===== src/hdl/prs_pkg.sv =====
package prs_pkg;

   // array geometry
   localparam int          ROW_TOTAL       = 2004;
   localparam int          COL_TOTAL       = 2752;
   localparam logic [10:0] DARK_ROW_FIRST  = 11'h010;
   localparam logic [10:0] DARK_ROW_OUT    = 11'h008;
   localparam logic [6:0]  DARK_COL_OUT    = 7'h50;
   localparam logic [11:0] DARK_COL_LEFT   = 12'h00A;
   localparam logic [11:0] DARK_COL_RBASE  = 12'hA30;
   localparam logic [11:0] DARK_COL_RFIRST = 12'hA3A;
   localparam logic [11:0] DARK_COL_RLAST  = 12'hA7F;

   // register map
   localparam int          CFG_NUM    = 8;
   localparam logic [2:0]  IDX_CTRL   = 3'h0;
   localparam logic [2:0]  IDX_RSTART = 3'h1;
   localparam logic [2:0]  IDX_RSIZE  = 3'h2;
   localparam logic [2:0]  IDX_CSTART = 3'h3;
   localparam logic [2:0]  IDX_CSIZE  = 3'h4;
   localparam logic [2:0]  IDX_BINSKP = 3'h5;
   localparam logic [2:0]  IDX_HBLANK = 3'h6;
   localparam logic [2:0]  IDX_VBLANK = 3'h7;
   localparam logic [7:0]  OFF_STATUS = 8'h20;

   localparam logic [31:0] CFG_RST [CFG_NUM] = '{
      32'h00000001, 32'h00000036, 32'h00000797, 32'h00000010,
      32'h00000A1F, 32'h00000000, 32'h000001C1, 32'h00000019};
   localparam logic [31:0] CFG_MASK [CFG_NUM] = '{
      32'h0000007F, 32'h000007FF, 32'h000007FF, 32'h00000FFF,
      32'h00000FFF, 32'h00003737, 32'h00000FFF, 32'h000007FF};

   // control bits
   localparam int CTRL_RUN      = 0;
   localparam int CTRL_SHOW_DR  = 1;
   localparam int CTRL_MANUAL   = 2;
   localparam int CTRL_SHOW_DC  = 3;
   localparam int CTRL_ROW_CORR = 4;
   localparam int CTRL_RMIRROR  = 5;
   localparam int CTRL_CMIRROR  = 6;
   // bin and skip fields
   localparam int ROW_SKIP_LSB  = 0;
   localparam int ROW_BIN_LSB   = 4;
   localparam int COL_SKIP_LSB  = 8;
   localparam int COL_BIN_LSB   = 12;

   localparam logic [1:0] RESP_OKAY   = 2'h0;
   localparam logic [1:0] RESP_SLVERR = 2'h2;

   typedef enum logic [1:0] {
      RP_DARK = 2'b00, RP_ACT = 2'b01, RP_VBL = 2'b10
   } prs_rowph_type;

   typedef enum logic [1:0] {
      CP_DARK = 2'b00, CP_ACT = 2'b01, CP_HBL = 2'b10
   } prs_colph_type;

   typedef enum logic [1:0] {
      CLR_GREEN_R = 2'b00, CLR_R = 2'b01, CLR_B = 2'b10, CLR_GREEN_B = 2'b11
   } prs_color_type;

   typedef struct packed {
      logic [10:0]   row;
      logic [11:0]   col;
      prs_color_type color;
      logic          invalid;
   } prs_pix_type;

endpackage


===== src/hdl/prs_readout_seq.sv =====
// Operation
// - matrix 2752 columns by 2004 rows addressed
// - columns dark, boundary, active, boundary, dark
// - rows dark, boundary, active, boundary, dark
// - unmirrored rows green-red then blue-green
// - both greens are distinct colour codes
// - default first emitted pixel column 16, row 54
// - progressive rows, horizontal then vertical blanking
// - read top dark rows unless manual, hidden
// - eight dark rows after row binning
// - row skip ignored in dark rows
// - no dark rows: slots become vertical blanking
// - active rows from start, size, skip, mirror
// - active rows overlapping dark rows marked invalid only while dark rows are read
// - left then right dark columns first
// - column skip ignored in dark columns
// - no dark columns: slots stay in blanking
// - active columns windowed; overlaps marked invalid only while dark columns are read
// - 80, 40, 20 dark columns after binning
// - frame flag over rows, low in vblank
// - line flag only with emitted pixels
// - shown dark rows extend frame flag
module prs_readout_seq
   import prs_pkg::*;
#(
   parameter int ADDR_W = 8
) (
   input  wire logic              aclk,
   input  wire logic              aresetn,
   input  wire logic              link_clk,
   input  wire logic [ADDR_W-1:0] s_axi_awaddr,
   input  wire logic              s_axi_awvalid,
   output logic                   s_axi_awready,
   input  wire logic [31:0]       s_axi_wdata,
   input  wire logic [3:0]        s_axi_wstrb,
   input  wire logic              s_axi_wvalid,
   output logic                   s_axi_wready,
   output logic [1:0]             s_axi_bresp,
   output logic                   s_axi_bvalid,
   input  wire logic              s_axi_bready,
   input  wire logic [ADDR_W-1:0] s_axi_araddr,
   input  wire logic              s_axi_arvalid,
   output logic                   s_axi_arready,
   output logic [31:0]            s_axi_rdata,
   output logic [1:0]             s_axi_rresp,
   output logic                   s_axi_rvalid,
   input  wire logic              s_axi_rready,
   output logic                   frame_active_flag,
   output logic                   line_active_flag,
   output prs_pix_type            pix_out
);

   function automatic logic [31:0] prs_merge(
      input logic [31:0] old_v,
      input logic [31:0] new_v,
      input logic [3:0]  strb
   );
      logic [31:0] res;
      res = old_v;
      for (int b = 0; b < 4; b++) begin
         if (strb[b]) begin
            res[8*b +: 8] = new_v[8*b +: 8];
         end
      end
      return res;
   endfunction

   // ---------------- register bus ----------------
   logic [31:0]       cfg_r [CFG_NUM];
   logic [ADDR_W-1:0] awaddr_r;
   logic [31:0]       wdata_r;
   logic [3:0]        wstrb_r;
   logic              aw_hold_r;
   logic              w_hold_r;
   logic              awready_r;
   logic              wready_r;
   logic              bvalid_r;
   logic [1:0]        bresp_r;
   logic              arready_r;
   logic              rvalid_r;
   logic [1:0]        rresp_r;
   logic [31:0]       rdata_r;

   logic              wr_do;
   logic              wr_map;
   logic [2:0]        wr_idx;
   logic              ar_take;
   logic              rd_cfg;
   logic              rd_stat;
   logic [2:0]        rd_idx;
   logic [31:0]       rd_data;
   logic [31:0]       status_w;

   assign wr_do   = aw_hold_r & w_hold_r & ~bvalid_r;
   assign wr_idx  = awaddr_r[4:2];
   assign wr_map  = (awaddr_r[ADDR_W-1:5] == '0);
   assign ar_take = s_axi_arvalid & arready_r;
   assign rd_idx  = s_axi_araddr[4:2];
   assign rd_cfg  = (s_axi_araddr[ADDR_W-1:5] == '0);
   assign rd_stat = (s_axi_araddr[ADDR_W-1:2] == OFF_STATUS[ADDR_W-1:2]);
   assign rd_data = rd_stat ? status_w
                  : rd_cfg ? cfg_r[rd_idx] : 32'h00000000;

   always_ff @(posedge aclk) begin
      if (!aresetn) begin
         aw_hold_r <= 1'b0;
         awready_r <= 1'b1;
         awaddr_r  <= '0;
      end else if (s_axi_awvalid & awready_r) begin
         aw_hold_r <= 1'b1;
         awready_r <= 1'b0;
         awaddr_r  <= s_axi_awaddr;
      end else if (bvalid_r & s_axi_bready) begin
         aw_hold_r <= 1'b0;
         awready_r <= 1'b1;
      end
   end

   always_ff @(posedge aclk) begin
      if (!aresetn) begin
         w_hold_r <= 1'b0;
         wready_r <= 1'b1;
         wdata_r  <= 32'h00000000;
         wstrb_r  <= 4'h0;
      end else if (s_axi_wvalid & wready_r) begin
         w_hold_r <= 1'b1;
         wready_r <= 1'b0;
         wdata_r  <= s_axi_wdata;
         wstrb_r  <= s_axi_wstrb;
      end else if (bvalid_r & s_axi_bready) begin
         w_hold_r <= 1'b0;
         wready_r <= 1'b1;
      end
   end

   always_ff @(posedge aclk) begin
      if (!aresetn) begin
         bvalid_r <= 1'b0;
         bresp_r  <= RESP_OKAY;
      end else if (wr_do) begin
         bvalid_r <= 1'b1;
         bresp_r  <= wr_map ? RESP_OKAY : RESP_SLVERR;
      end else if (s_axi_bready) begin
         bvalid_r <= 1'b0;
      end
   end

   always_ff @(posedge aclk) begin
      if (!aresetn) begin
         arready_r <= 1'b1;
         rvalid_r  <= 1'b0;
         rresp_r   <= RESP_OKAY;
         rdata_r   <= 32'h00000000;
      end else if (ar_take) begin
         arready_r <= 1'b0;
         rvalid_r  <= 1'b1;
         rresp_r   <= (rd_cfg | rd_stat) ? RESP_OKAY : RESP_SLVERR;
         rdata_r   <= rd_data;
      end else if (rvalid_r & s_axi_rready) begin
         arready_r <= 1'b1;
         rvalid_r  <= 1'b0;
      end
   end

   for (genvar i = 0; i < CFG_NUM; i++) begin : g_cfg
      always_ff @(posedge aclk) begin
         if (!aresetn) begin
            cfg_r[i] <= CFG_RST[i];
         end else if (wr_do && wr_map && wr_idx == 3'(i)) begin
            cfg_r[i] <= prs_merge(cfg_r[i], wdata_r, wstrb_r)
                        & CFG_MASK[i];
         end
      end
   end

   // ---------------- configuration fields ----------------
   logic        run;
   logic        show_dr;
   logic        manual_black_level;
   logic        show_dc;
   logic        row_wise_black_correction;
   logic        row_mirror;
   logic        col_mirror;
   logic [10:0] row_start;
   logic [10:0] row_size;
   logic [11:0] col_start;
   logic [11:0] col_size;
   logic [2:0]  row_skip;
   logic [1:0]  row_bin;
   logic [2:0]  col_skip;
   logic [1:0]  col_bin;
   logic [11:0] hblank;
   logic [10:0] vblank;

   assign run                = cfg_r[IDX_CTRL][CTRL_RUN];
   assign show_dr            = cfg_r[IDX_CTRL][CTRL_SHOW_DR];
   assign manual_black_level = cfg_r[IDX_CTRL][CTRL_MANUAL];
   assign show_dc            = cfg_r[IDX_CTRL][CTRL_SHOW_DC];
   assign row_wise_black_correction = cfg_r[IDX_CTRL][CTRL_ROW_CORR];
   assign row_mirror = cfg_r[IDX_CTRL][CTRL_RMIRROR];
   assign col_mirror = cfg_r[IDX_CTRL][CTRL_CMIRROR];
   assign row_start  = cfg_r[IDX_RSTART][10:0];
   assign row_size   = cfg_r[IDX_RSIZE][10:0];
   assign col_start  = cfg_r[IDX_CSTART][11:0];
   assign col_size   = cfg_r[IDX_CSIZE][11:0];
   assign row_skip   = cfg_r[IDX_BINSKP][ROW_SKIP_LSB +: 3];
   assign row_bin    = cfg_r[IDX_BINSKP][ROW_BIN_LSB +: 2];
   assign col_skip   = cfg_r[IDX_BINSKP][COL_SKIP_LSB +: 3];
   assign col_bin    = cfg_r[IDX_BINSKP][COL_BIN_LSB +: 2];
   assign hblank     = cfg_r[IDX_HBLANK][11:0];
   assign vblank     = cfg_r[IDX_VBLANK][10:0];

   // ---------------- link clock edge ----------------
   logic lclk_s1_r;
   logic lclk_s2_r;
   logic lclk_s3_r;
   logic step;

   always_ff @(posedge aclk) begin
      if (!aresetn) begin
         lclk_s1_r <= 1'b0;
         lclk_s2_r <= 1'b0;
         lclk_s3_r <= 1'b0;
      end else begin
         lclk_s1_r <= link_clk;
         lclk_s2_r <= lclk_s1_r;
         lclk_s3_r <= lclk_s2_r;
      end
   end
   assign step = lclk_s2_r & ~lclk_s3_r;

   // ---------------- sequencer ----------------
   prs_rowph_type rph_r;
   prs_colph_type cph_r;
   logic [2:0]    drow_idx_r;
   logic [6:0]    dcol_idx_r;
   logic [10:0]   row_off_r;
   logic [11:0]   col_off_r;
   logic [11:0]   hb_cnt_r;
   logic [10:0]   vb_cnt_r;
   logic [15:0]   frame_cnt_r;
   logic          fa_r;
   logic          la_r;
   prs_pix_type   pix_r;

   logic          dark_rows_rd;
   logic          dark_cols_rd;
   logic [1:0]    rsh;
   logic [1:0]    csh;
   logic [10:0]   drow_addr;
   logic [10:0]   drow_end;
   logic [10:0]   act_row;
   logic [10:0]   row_addr;
   logic [6:0]    dcol_last;
   logic [11:0]   dcol_raw;
   logic [11:0]   dcol_addr;
   logic [11:0]   act_col;
   logic [11:0]   col_addr;
   logic [11:0]   row_off_inc;
   logic [12:0]   col_off_inc;
   logic          row_end;
   logic          row_done;
   logic          col_done;
   logic          row_res;
   logic          col_res;
   logic          fa_w;
   logic          la_w;

   assign dark_rows_rd = show_dr | ~manual_black_level;
   assign dark_cols_rd = show_dc | row_wise_black_correction;
   assign rsh = (row_bin == 2'h3) ? 2'h2 : {1'b0, |row_bin};
   assign csh = (col_bin == 2'h3) ? 2'h2 : {1'b0, |col_bin};

   assign drow_addr = DARK_ROW_FIRST + ({8'h00, drow_idx_r} << rsh);
   assign drow_end  = DARK_ROW_FIRST + (DARK_ROW_OUT << rsh);
   assign act_row = row_mirror ? row_start + row_size - row_off_r
                               : row_start + row_off_r;
   assign row_addr = (rph_r == RP_DARK) ? drow_addr : act_row;

   assign dcol_last = (DARK_COL_OUT >> csh) - 7'h01;
   assign dcol_raw  = {5'h00, dcol_idx_r} << csh;
   assign dcol_addr = (dcol_raw < DARK_COL_LEFT) ? dcol_raw
                    : dcol_raw + DARK_COL_RBASE;
   assign act_col = col_mirror ? col_start + col_size - col_off_r
                               : col_start + col_off_r;
   assign col_addr = (cph_r == CP_DARK) ? dcol_addr : act_col;

   assign row_off_inc = {1'b0, row_off_r} + {9'h000, row_skip} + 12'h001;
   assign col_off_inc = {1'b0, col_off_r} + {10'h000, col_skip}
                      + 13'h0001;
   assign row_done = row_off_inc > {1'b0, row_size};
   assign col_done = col_off_inc > {1'b0, col_size};
   assign row_end  = (cph_r == CP_HBL) && (hb_cnt_r == hblank);

   assign row_res = (rph_r == RP_ACT) & dark_rows_rd
                  & (act_row >= DARK_ROW_FIRST) & (act_row < drow_end);
   assign col_res = (cph_r == CP_ACT) & dark_cols_rd
                  & ((act_col < DARK_COL_LEFT)
                   | ((act_col >= DARK_COL_RFIRST)
                    & (act_col <= DARK_COL_RLAST)));

   assign fa_w = run & ((rph_r == RP_ACT)
               | ((rph_r == RP_DARK) & show_dr));
   // line flag only on emitted pixels
   assign la_w = fa_w & ((cph_r == CP_ACT)
               | ((cph_r == CP_DARK) & show_dc));

   always_ff @(posedge aclk) begin
      if (!aresetn || !run) begin
         cph_r      <= CP_DARK;
         dcol_idx_r <= 7'h00;
         col_off_r  <= 12'h000;
         hb_cnt_r   <= 12'h000;
      end else if (step) begin
         case (cph_r)
            CP_DARK: begin
               // slots kept even when not read
               if (dcol_idx_r == dcol_last) begin
                  cph_r     <= CP_ACT;
                  col_off_r <= 12'h000;
               end else begin
                  dcol_idx_r <= dcol_idx_r + 7'h01;
               end
            end
            CP_ACT: begin
               if (col_done) begin
                  cph_r    <= CP_HBL;
                  hb_cnt_r <= 12'h000;
               end else begin
                  col_off_r <= col_off_inc[11:0];
               end
            end
            default: begin
               if (row_end) begin
                  cph_r      <= CP_DARK;
                  dcol_idx_r <= 7'h00;
               end else begin
                  hb_cnt_r <= hb_cnt_r + 12'h001;
               end
            end
         endcase
      end
   end

   // row phase: dark, active, vertical blanking
   always_ff @(posedge aclk) begin
      if (!aresetn || !run) begin
         rph_r      <= RP_DARK;
         drow_idx_r <= 3'h0;
         row_off_r  <= 11'h000;
         vb_cnt_r   <= 11'h000;
      end else if (step && row_end) begin
         case (rph_r)
            RP_DARK: begin
               // unread dark slots act as blanking
               if (drow_idx_r == 3'h7) begin
                  rph_r     <= RP_ACT;
                  row_off_r <= 11'h000;
               end else begin
                  drow_idx_r <= drow_idx_r + 3'h1;
               end
            end
            RP_ACT: begin
               if (row_done) begin
                  rph_r    <= RP_VBL;
                  vb_cnt_r <= 11'h000;
               end else begin
                  row_off_r <= row_off_inc[10:0];
               end
            end
            default: begin
               if (vb_cnt_r == vblank) begin
                  rph_r      <= RP_DARK;
                  drow_idx_r <= 3'h0;
               end else begin
                  vb_cnt_r <= vb_cnt_r + 11'h001;
               end
            end
         endcase
      end
   end

   always_ff @(posedge aclk) begin
      if (!aresetn) begin
         frame_cnt_r <= 16'h0000;
      end else if (step && row_end && rph_r == RP_VBL
                   && vb_cnt_r == vblank) begin
         frame_cnt_r <= frame_cnt_r + 16'h0001;
      end
   end

   always_ff @(posedge aclk) begin
      if (!aresetn) begin
         fa_r  <= 1'b0;
         la_r  <= 1'b0;
         pix_r <= '0;
      end else if (step) begin
         fa_r          <= fa_w;
         la_r          <= la_w;
         pix_r.row     <= row_addr;
         pix_r.col     <= col_addr;
         pix_r.color   <= prs_color_type'({row_addr[0], col_addr[0]});
         pix_r.invalid <= row_res | col_res;
      end
   end

   assign status_w = {frame_cnt_r, 1'b0, rph_r, 2'h0, row_addr};

   assign s_axi_awready     = awready_r;
   assign s_axi_wready      = wready_r;
   assign s_axi_bvalid      = bvalid_r;
   assign s_axi_bresp       = bresp_r;
   assign s_axi_arready     = arready_r;
   assign s_axi_rvalid      = rvalid_r;
   assign s_axi_rresp       = rresp_r;
   assign s_axi_rdata       = rdata_r;
   assign frame_active_flag = fa_r;
   assign line_active_flag  = la_r;
   assign pix_out           = pix_r;
endmodule


===== config.mk =====
export PLATFORM = sky130hd
export DESIGN_NAME = prs_readout_seq
export DESIGN_NICKNAME = d
export VERILOG_FILES = /design/src/hdl/prs_pkg.sv /design/src/hdl/prs_readout_seq.sv
export SDC_FILE = /design/constraint.sdc
export NUM_CORES = 1
export LEC_CHECK = 0
export BUFFER_PORTS_ARGS = -buffer_cell sky130_fd_sc_hd__buf_4
export CAP_MARGIN = 10
export CELL_PAD_IN_SITES_DETAIL_PLACEMENT = 1
export CELL_PAD_IN_SITES_GLOBAL_PLACEMENT = 2
export CORE_ASPECT_RATIO = 1.5
export CORE_MARGIN = 5
export CORE_UTILIZATION = 38
export DETAILED_ROUTE_END_ITERATION = 8
export MAX_ROUTING_LAYER = met4
export PLACE_DENSITY_LB_ADDON = 0.1
export SYNTH_ARGS = -nofsm -noshare
export SYNTH_HDL_FRONTEND = slang
export SYNTH_SLANG_ARGS = --single-unit

===== constraint.sdc =====
create_clock -name aclk -period 4.6 [get_ports aclk]
set_input_delay 0 -clock aclk [delete_from_list [all_inputs] [get_ports aclk]]
set_output_delay 0 -clock aclk [all_outputs]
set_load 0.02 [all_outputs]

==> results of run 1 <==
[how the worst max path moves through the flow]
stage,from,slack (ns),endpoint,cells after the start
detailed placement,col_off_r[0],0.20,col_off_r[4],18
floorplan,col_off_r[0],0.65,col_off_r[5],18
CTS,col_off_r[0],0.16,col_off_r[4],18
finish,col_off_r[0],0.32,col_off_r[10],18
global placement,col_off_r[0],0.27,col_off_r[8],18
global route,col_off_r[0],0.02,col_off_r[5],18
[placed cells by master (no fill, tap or decap), types with 9 or more instances in the layout]
cell type / netlist / final
sky130_fd_sc_hd__mux4_2: 15 / 15
sky130_fd_sc_hd__o211ai_1: 14 / 14
sky130_fd_sc_hd__and3_1: 25 / 24
sky130_fd_sc_hd__a221oi_1: 9 / 9
sky130_fd_sc_hd__or3_1: 26 / 26
sky130_fd_sc_hd__nor2b_1: 39 / 38
sky130_fd_sc_hd__a21o_1: 13 / 13
sky130_fd_sc_hd__a21oi_1: 72 / 72
sky130_fd_sc_hd__nand4_1: 9 / 9
sky130_fd_sc_hd__ha_1: 91 / 91
sky130_fd_sc_hd__inv_1: 125 / 125
sky130_fd_sc_hd__edfxtp_1: 86 / 86
sky130_fd_sc_hd__dlygate4sd3_1: 0 / 52
sky130_fd_sc_hd__or2_2: 9 / 9
sky130_fd_sc_hd__clkbuf_16: 0 / 31
sky130_fd_sc_hd__nor2_1: 103 / 103
sky130_fd_sc_hd__mux2i_1: 24 / 24
sky130_fd_sc_hd__xor2_1: 61 / 61
sky130_fd_sc_hd__nand3_1: 59 / 59
sky130_fd_sc_hd__a21boi_0: 51 / 51
sky130_fd_sc_hd__nand2_1: 189 / 189
sky130_fd_sc_hd__a211oi_1: 18 / 18
sky130_fd_sc_hd__dfxtp_1: 167 / 167
sky130_fd_sc_hd__a31oi_1: 12 / 12
sky130_fd_sc_hd__nor3b_1: 15 / 15
sky130_fd_sc_hd__xnor2_1: 51 / 51
sky130_fd_sc_hd__o21ai_0: 78 / 77
sky130_fd_sc_hd__o21a_1: 18 / 18
sky130_fd_sc_hd__fa_1: 25 / 25
sky130_fd_sc_hd__nor3_1: 21 / 21
sky130_fd_sc_hd__buf_4: 7 / 123
sky130_fd_sc_hd__and2_1: 92 / 91
sky130_fd_sc_hd__nand2b_1: 27 / 26
sky130_fd_sc_hd__o211a_1: 10 / 10
[logic make-up (layout without fill, tap and decap cells)]
family          after synthesis  in the layout
mux                          47             47
simple gates                647            647
xor+xnor                    112            112
flops                       253            253
other cells                   1              4
compound gates              370            370
buf+inv                     209            355
fa+ha+maj                   116            116
[worst min-delay path, stage by stage]
cell                      delay (ns)
sky130_fd_sc_hd__buf_4          0.09
sky130_fd_sc_hd__nor3_1         0.13
sky130_fd_sc_hd__nor3_1         0.19
sky130_fd_sc_hd__a21oi_1        0.06
sky130_fd_sc_hd__nor2b_1        0.10
[power by group through the flow]
stage                     clock network (mW)  registers [mW]  logic [mW]
after global placement                     0            2.48       0.497
after CTS                               2.49            2.43       0.546
final                                   2.43            2.43       0.538
after detailed placement                   0            2.48       0.507
after global routing                    2.59            2.43       0.588
after floorplan                            0            2.46       0.313
[layout make-up]
type / instances / share of cell area, %
Clock buffer: 34 / 4.32
Sequential cell: 253 / 31.7
Inverter: 125 / 2.51
Antenna cell: 1 / 0.0134
Clock inverter: 20 / 0.965
Tap cell: 558 / 3.74
Multi-Input combinational cell: 1295 / 48.9
Timing Repair Buffer: 176 / 7.80
[what timing repair did]
action                                 4_1_cts  5_1_grt
buffers inserted                             0        0
setup endpoints to repair                    0       17
hold buffers                                52        0
endpoints found under the hold margin       32        0
gates resized for setup                      0        6
[sequential cells by signal (all words and copies together), names as in the netlist, 2 cells and up]
name / count
cfg_r: 86
awaddr_r: 6
wdata_r: 14
pix_out: 24
vb_cnt_r: 11
row_off_r: 11
hb_cnt_r: 12
cph_r: 2
drow_idx_r: 3
s_axi_rdata: 31
rph_r: 2
col_off_r: 12
wstrb_r: 2
dcol_idx_r: 7
frame_cnt_r: 16
[metal layers]
metal | up-vias | wire length, um | GRT usage, % | part of all wire (%)
li1 | 6379 | - | - | -
met1 | 6598 | 21100 | 26.4 | 39
met2 | 219 | 28500 | 43.0 | 53
met3 | 78 | 1580 | 2.50 | 2.9
met4 | 0 | 2640 | 10.2 | 4.9
met5 | - | 0 | - | 0
==> results_tabular.tex, run 1 <==
\begin{tabular}{lr}
\hline
Metric & Value \\
\hline
\multicolumn{2}{l}{\textbf{Route}} \\
Count of nets left with antenna violations after detail routing & 0 \\
DRC & 0 \\
Detailed-route vias per instance & 5.39 \\
Sum of routed wire length over all layers & 53800 um \\
Per-cell routed wire length & 21.9 um \\
Count of routing violations after the opening detailed-route iteration & 564 \\
Initial DRT Pass Iterations & 5 \\
Total via count in the routed design & 13.3k \\
\multicolumn{2}{l}{\textbf{Clock network}} \\
Clock transition time at the flip-flop clock pins of the worst setup and hold paths & 0.07 ns \\
Cell at the root of the clock tree & sky130\_fd\_sc\_hd\_\_clkbuf\_16 \\
CTS tree & built \\
Clock Sink Count & 253 \\
Maximum buffer depth of the clock tree & 3 \\
Source-to-sink clock delay at the later pin of the worst-skew pair & 0.58 ns \\
CTS Buf Count & 29 \\
Maximum level of the CTS H-tree & 1 \\
\multicolumn{2}{l}{\textbf{Global route}} \\
GR Overflow Total & 0 \\
Via count of the first global-routing pass & 13.9k \\
Initial antenna violation count & 0 \\
Total GRT Usage & 23.8\% \\
Largest net degree at the start of global routing & 82 \\
Global-route wire length before repair & 81800 um \\
\multicolumn{2}{l}{\textbf{Floorplanning}} \\
Die W & 177 um \\
Die Area & 0.0460 mm2 \\
I/O pins & 129 \\
Initial core utilization & 38.5\% \\
Row count & 91 \\
Std-Cell Core Area & 0.0412 mm2 \\
Chip height & 260 um \\
\multicolumn{2}{l}{\textbf{Yosys}} \\
Number of synthesis warnings & 0 \\
Leading cell types by count after synthesis & sky130\_fd\_sc\_hd\_\_nand2\_1, sky130\_fd\_sc\_hd\_\_dfxtp\_1, sky130\_fd\_sc\_hd\_\_inv\_1 \\
Sequential element share of the synthesized area & 37.4\% \\
Multiplexer share of the synthesized area & 4.21\% \\
Synthesized-area fraction occupied by ao, oa, aoi and oai cells & 15.9\% \\
Xor and xnor fraction of the mapped netlist area & 6.19\% \\
Summed instance area of the synthesized netlist & 0.0159 mm2 \\
Fraction of the mapped netlist area in simple logic gates & 20.8\% \\
Cell accounting for the most synthesized area & sky130\_fd\_sc\_hd\_\_dfxtp\_1 \\
Top cell type's share of synthesized area & 21.1\% \\
Share of synthesized registers carrying an async set or reset & 0\% \\
Adder-Cell Fraction of Synth Area & 10.3\% \\
Dominant cell by count in the synthesized netlist & sky130\_fd\_sc\_hd\_\_nand2\_1 \\
Top cells by area in the synthesized netlist & sky130\_fd\_sc\_hd\_\_dfxtp\_1, sky130\_fd\_sc\_hd\_\_edfxtp\_1, sky130\_fd\_sc\_hd\_\_ha\_1, sky130\_fd\_sc\_hd\_\_nand2\_1, sky130\_fd\_sc\_hd\_\_and2\_1 \\
Flip-flop and latch count after synthesis & 253 \\
Largest family of logic cells by synthesized area & simple AND/OR/NAND/NOR gates \\
Most used DFF post-synth & sky130\_fd\_sc\_hd\_\_dfxtp\_1 \\
Mapped Avg Cell Area & 9.04 um2 \\
Number of distinct library cells after synthesis & 80 \\
Gate Count Post-Synth & 1755 \\
Number of enable flip-flop cells after synthesis & 86 \\
\multicolumn{2}{l}{\textbf{Placed design}} \\
Cell total after placement & 2355 \\
Pre-CTS WS & 0.196 ns \\
Final weighted congestion of routability-driven global placement & 0.868 \\
Placed wire-length estimate & 41300 um \\
Area post-placement & 0.0171 mm2 \\
Port Buffer Count & 101 \\
\multicolumn{2}{l}{\textbf{Power}} \\
Overall power consumption & 5.39 mW \\
Internal cell power & 3.96 mW \\
Sequential fraction of design power & 45.0\% \\
Share of total power in combinational logic & 10.0\% \\
Switching Share & 26.6\% \\
Power density normalized to cell area & 289 mW/mm2 \\
Leakage power & 7.74 nW \\
Peak supply drop & 0.289 mV \\
Switching Power & 1.44 mW \\
Clock power frac & 45.0\% \\
\multicolumn{2}{l}{\textbf{Critical path}} \\
Worst Reg-to-Reg Cells & 18 \\
Maximum fanout along the worst path & 15 \\
Setup slack of the most critical reg-to-reg path & 0.32 ns \\
Beginning of the worst register-to-register path & col\_off\_r[0] \\
Required time of the critical path & 5.07 ns \\
Critical Path Start Type & flop \\
Largest delay contributor family on the critical path & compound AO/OA/AOI/OAI gates \\
Critical Path AT & 4.75 ns \\
Cell type of the slowest stage on the worst timing path & sky130\_fd\_sc\_hd\_\_fa\_1 \\
Most frequent CP cell & sky130\_fd\_sc\_hd\_\_ha\_1 \\
Delay of the slowest critical-path stage & 0.41 ns \\
Worst setup path class & flop to flop \\
Kind of end point of the critical path & flop \\
Destination of the worst register-to-register timing path & col\_off\_r[10] \\
Critical-path cell list & inv\_1, ha\_1, fa\_1, nor2b\_1, o2111a\_1, and3\_2, and3\_4, xor2\_1, ha\_1, a2111oi\_1, o21ai\_1, o221ai\_1, a31oi\_1, or2\_1, a21oi\_2, buf\_6, o21ai\_0, a32o\_1 \\
Critical path buffers and inverters & 2 \\
\multicolumn{2}{l}{\textbf{Run}} \\
Maximum Capacitance Violations & 0 \\
\multicolumn{2}{l}{\textbf{Timing}} \\
Final Worst Setup Slack & 0.320 ns \\
Setup\_tns & 0 ns \\
Unrepaired setup endpoints after global routing & no \\
Post-layout minimum cycle time & 4.28 ns \\
Final hold slack & 0.0345 ns \\
Share of the clock period used by the worst path & 93.0\% \\
Clock skew & 0.0173 ns \\
Max frequency & 234 MHz \\
Number of failing hold endpoints at the final stage & 0 \\
Max Transition Viols Final & 0 \\
Transition at the pin with the smallest max-transition slack & 1.14 ns \\
Setup violators final & 0 \\
Slew Limit Headroom & 24.0\% \\
\multicolumn{2}{l}{\textbf{Finish}} \\
Fin util & 45.3\% \\
Fill cell count & 4823 \\
Synthesis-to-layout area growth & 17.7\% \\
Final cell area excluding filler cells & 0.0187 mm2 \\
Layout Nets & 2056 \\
Finished Layout Cells & 2462 \\
FF+latch area & 0.00593 mm2 \\
Fraction of final layout cells with drive strength greater than 1 & 11.8\% \\
Area of combinational cells with multiple inputs & 0.00913 mm2 \\
\multicolumn{2}{l}{\textbf{Hold path}} \\
Min-delay worst type & input pin to flop \\
Worst hold path endpoint & s\_axi\_rresp[1] \\
Worst hold path cell count & 5 \\
Worst Hold Launch & s\_axi\_araddr[7] \\
\multicolumn{2}{l}{\textbf{Outcome}} \\
Result of the run & finished clean \\
\hline
\end{tabular}
No activity file was read; power rests on OpenSTA's default activity.
==> run 2: changes to the inputs <==
--- a/config.mk
+++ b/config.mk
@@ -13,6 +13,7 @@
 export CORE_MARGIN = 5
 export CORE_UTILIZATION = 38
 export DETAILED_ROUTE_END_ITERATION = 8
+export GPL_TIMING_DRIVEN = 0
 export MAX_ROUTING_LAYER = met4
 export PLACE_DENSITY_LB_ADDON = 0.1
 export SYNTH_ARGS = -nofsm -noshare
==> results_tabular.tex, run 2 (synthesis results as in run 1) <==
\begin{tabular}{lr}
\hline
Metric & Value \\
\hline
\multicolumn{2}{l}{\textbf{Outcome}} \\
Result of the run & finished clean \\
\multicolumn{2}{l}{\textbf{Route}} \\
Count of nets left with antenna violations after detail routing & 0 (unchanged) \\
Detailed-route vias per instance & 5.43 (+0.70\%) \\
Count of routing violations after the opening detailed-route iteration & 571 (+1.2\%) \\
Initial DRT Pass Iterations & 5 (unchanged) \\
Total via count in the routed design & 13.6k (+2.7\%) \\
Sum of routed wire length over all layers & 57700 um (+7.2\%) \\
DRC & 0 (unchanged) \\
Per-cell routed wire length & 23.0 um (+5.1\%) \\
\multicolumn{2}{l}{\textbf{Timing}} \\
Clock skew & 0.0121 ns (-0.00520 ns) \\
Max Transition Viols Final & 0 (unchanged) \\
Max frequency & 224 MHz (-4.0\%) \\
Transition at the pin with the smallest max-transition slack & 0.998 ns (-0.139 ns) \\
Slew Limit Headroom & 32.7\% (+8.7 points) \\
Number of failing hold endpoints at the final stage & 0 (unchanged) \\
Share of the clock period used by the worst path & 96.9\% (+3.9 points) \\
Final Worst Setup Slack & 0.142 ns (-0.178 ns) \\
Setup violators final & 0 (unchanged) \\
Post-layout minimum cycle time & 4.46 ns (+0.178 ns) \\
\multicolumn{2}{l}{\textbf{Power}} \\
Leakage power & 7.72 nW (-0.36\%) \\
Overall power consumption & 5.47 mW (+1.4\%) \\
Power density normalized to cell area & 290 mW/mm2 (+0.45\%) \\
Peak supply drop & 0.229 mV (-21\%) \\
\multicolumn{2}{l}{\textbf{Clock network}} \\
Maximum buffer depth of the clock tree & 3 (unchanged) \\
Cell at the root of the clock tree & sky130\_fd\_sc\_hd\_\_clkbuf\_16 \\
Source-to-sink clock delay at the later pin of the worst-skew pair & 0.57 ns (about the same) \\
Clock Sink Count & 253 (unchanged) \\
Clock transition time at the flip-flop clock pins of the worst setup and hold paths & 0.07 ns (about the same) \\
CTS Buf Count & 27 (-6.9\%) \\
CTS tree & built \\
Maximum level of the CTS H-tree & 1 (unchanged) \\
\multicolumn{2}{l}{\textbf{Placed design}} \\
Area post-placement & 0.0173 mm2 (+0.90\%) \\
Pre-CTS WS & -0.575 ns (-0.771 ns) \\
Final weighted congestion of routability-driven global placement & 0.883 (+1.8\%) \\
Placed wire-length estimate & 46400 um (+12\%) \\
Port Buffer Count & 98 (-3.0\%) \\
\multicolumn{2}{l}{\textbf{Floorplanning}} \\
Row count & 91 (unchanged) \\
Std-Cell Core Area & 0.0412 mm2 (unchanged) \\
Chip height & 260 um (unchanged) \\
Initial core utilization & 38.5\% (unchanged) \\
Die Area & 0.0460 mm2 (unchanged) \\
I/O pins & 129 (unchanged) \\
Die W & 177 um (unchanged) \\
\multicolumn{2}{l}{\textbf{Finish}} \\
Flip-flop count of the largest register, all copies and words added & 86 (unchanged) \\
Commonest non-fill, non-tap cells in the layout & sky130\_fd\_sc\_hd\_\_nand2\_1, sky130\_fd\_sc\_hd\_\_dfxtp\_1, sky130\_fd\_sc\_hd\_\_inv\_1 \\
Register with the most flip-flops & cfg\_r \\
Layout Nets & 2106 (+2.4\%) \\
Area of combinational cells with multiple inputs & 0.00921 mm2 (+0.86\%) \\
Fraction of final layout cells with drive strength greater than 1 & 11.3\% (-0.44 points) \\
Synthesis-to-layout area growth & 18.8\% \\
Fin util & 45.7\% (+0.43 points) \\
Final cell area excluding filler cells & 0.0188 mm2 (+0.96\%) \\
Most common library cell in the layout ignoring fill and taps & sky130\_fd\_sc\_hd\_\_nand2\_1 \\
FF+latch area & 0.00593 mm2 (unchanged) \\
Fill cell count & 4854 (+0.64\%) \\
\multicolumn{2}{l}{\textbf{Critical path}} \\
Critical path buffers and inverters & 4 (+2) \\
Delay of the slowest critical-path stage & 0.54 ns (+0.13 ns) \\
Maximum fanout along the worst path & 7 (-8) \\
Required time of the critical path & 5.11 ns (+0.04 ns) \\
Kind of end point of the critical path & flop \\
Critical Path AT & 4.97 ns (+0.22 ns) \\
Largest delay contributor family on the critical path & compound AO/OA/AOI/OAI gates \\
Critical-path cell list & ha\_1, nor2b\_1, o21ai\_0, a21oi\_2, and3\_2, nand3\_2, nor2\_2, xor2\_2, ha\_1, a2111oi\_4, o21ai\_2, buf\_4, inv\_1, a31oi\_1, or2\_4, a21oi\_4, buf\_4, and2\_1, clkbuf\_4, a32o\_1 \\
Critical Path Start Type & flop \\
Worst setup path class & flop to flop \\
Cell type of the slowest stage on the worst timing path & sky130\_fd\_sc\_hd\_\_edfxtp\_1 \\
\multicolumn{2}{l}{\textbf{Global route}} \\
Global-route wire length before repair & 86500 um (+5.8\%) \\
Initial antenna violation count & 1 (+1) \\
GR Overflow Total & 0 (unchanged) \\
Total GRT Usage & 25.4\% (+1.7 points) \\
Via count of the first global-routing pass & 14.5k (+4.2\%) \\
Largest net degree at the start of global routing & 16 (-80\%) \\
\multicolumn{2}{l}{\textbf{Hold path}} \\
Min-delay worst type & input pin to flop \\
\multicolumn{2}{l}{\textbf{Run}} \\
Maximum Capacitance Violations & 0 (unchanged) \\
\hline
\end{tabular}
run 2: cell count changes in the layout (fill, tap and decap cells not counted), moves of 4 or more:
cell,before,now
sky130_fd_sc_hd__bufinv_16,2,6
sky130_fd_sc_hd__dlygate4sd3_1,52,42
sky130_fd_sc_hd__buf_4,123,108
sky130_fd_sc_hd__clkbuf_1,1,67
sky130_fd_sc_hd__buf_1,0,5
run 2: layout make-up:
class	count	share of cell area (%)
antenna	1	0.0133
buffer	84	1.95
clock buffer	30	3.81
clock inverter	20	1.43
inverter	125	2.49
multi-input combinational	1295	48.9
sequential	253	31.4
tap	558	3.70
timing repair buffer	144	6.29
run 2: final timing paths:
kind | from | end | slack, ns | cells past startpoint
worst max register to register | cfg_r[5][9] | col_off_r[10] | 0.14 | 20
worst min-delay path | s_axi_araddr[5] | s_axi_rdata[3] | 0.07 | 4
worst max-delay path | cfg_r[5][9] | col_off_r[10] | 0.14 | 20
worst min register to register | lclk_s1_r | lclk_s2_r | 0.44 | 1
run 2: power by group:
part | total [mW] | internal, mW | switching [mW]
logic | 0.569 | 0.223 | 0.347
clock network | 2.48 | 1.47 | 1.01
registers | 2.43 | 2.36 | 0.0684
total | 5.47 | 4.05 | 1.42
run 2: metrics by stage:
| stage | hold WS, ns | std cells | TNS, ns |
|---|---|---|---|
| after floorplan | 0.127 | 1757 | 0 |
| after global placement | 0.252 | 2413 | -9.96 |
| after detailed placement | 0.251 | 2413 | -10.38 |
| after CTS | 0.0457 | 2507 | 0 |
| after global routing | 0.106 | 2509 | -0.0878 |
| final | 0.0716 | 2510 | 0 |
run 2: timing repair:
item,CTS,global route
pin swaps,1,6
hold endpoints to repair,32,0
buffers inserted,2,2
hold buffers,42,0
gates resized for setup,10,18
setup endpoints to repair,25,36
run 2: metal layers:
metal  wire [um]  track usage [%]  up-vias
met1       21700             26.8     6793
met3        1570             1.80      101
met2       31100             47.6      246
met5           0                -        -
li1            -                -     6487
met4        3370             12.4        0
run 2: worst register-to-register path, stage by stage, from the launching register on:
cell	delay [ns]
sky130_fd_sc_hd__edfxtp_1	0.54
sky130_fd_sc_hd__ha_1	0.33
sky130_fd_sc_hd__nor2b_1	0.13
sky130_fd_sc_hd__o21ai_0	0.40
sky130_fd_sc_hd__a21oi_2	0.16
sky130_fd_sc_hd__and3_2	0.29
sky130_fd_sc_hd__nand3_2	0.19
sky130_fd_sc_hd__nor2_2	0.08
sky130_fd_sc_hd__xor2_2	0.18
sky130_fd_sc_hd__ha_1	0.27
sky130_fd_sc_hd__a2111oi_4	0.37
sky130_fd_sc_hd__o21ai_2	0.11
sky130_fd_sc_hd__buf_4	0.15
sky130_fd_sc_hd__inv_1	0.05
sky130_fd_sc_hd__a31oi_1	0.11
sky130_fd_sc_hd__or2_4	0.30
sky130_fd_sc_hd__a21oi_4	0.15
sky130_fd_sc_hd__buf_4	0.16
sky130_fd_sc_hd__and2_1	0.12
sky130_fd_sc_hd__clkbuf_4	0.19
sky130_fd_sc_hd__a32o_1	0.13
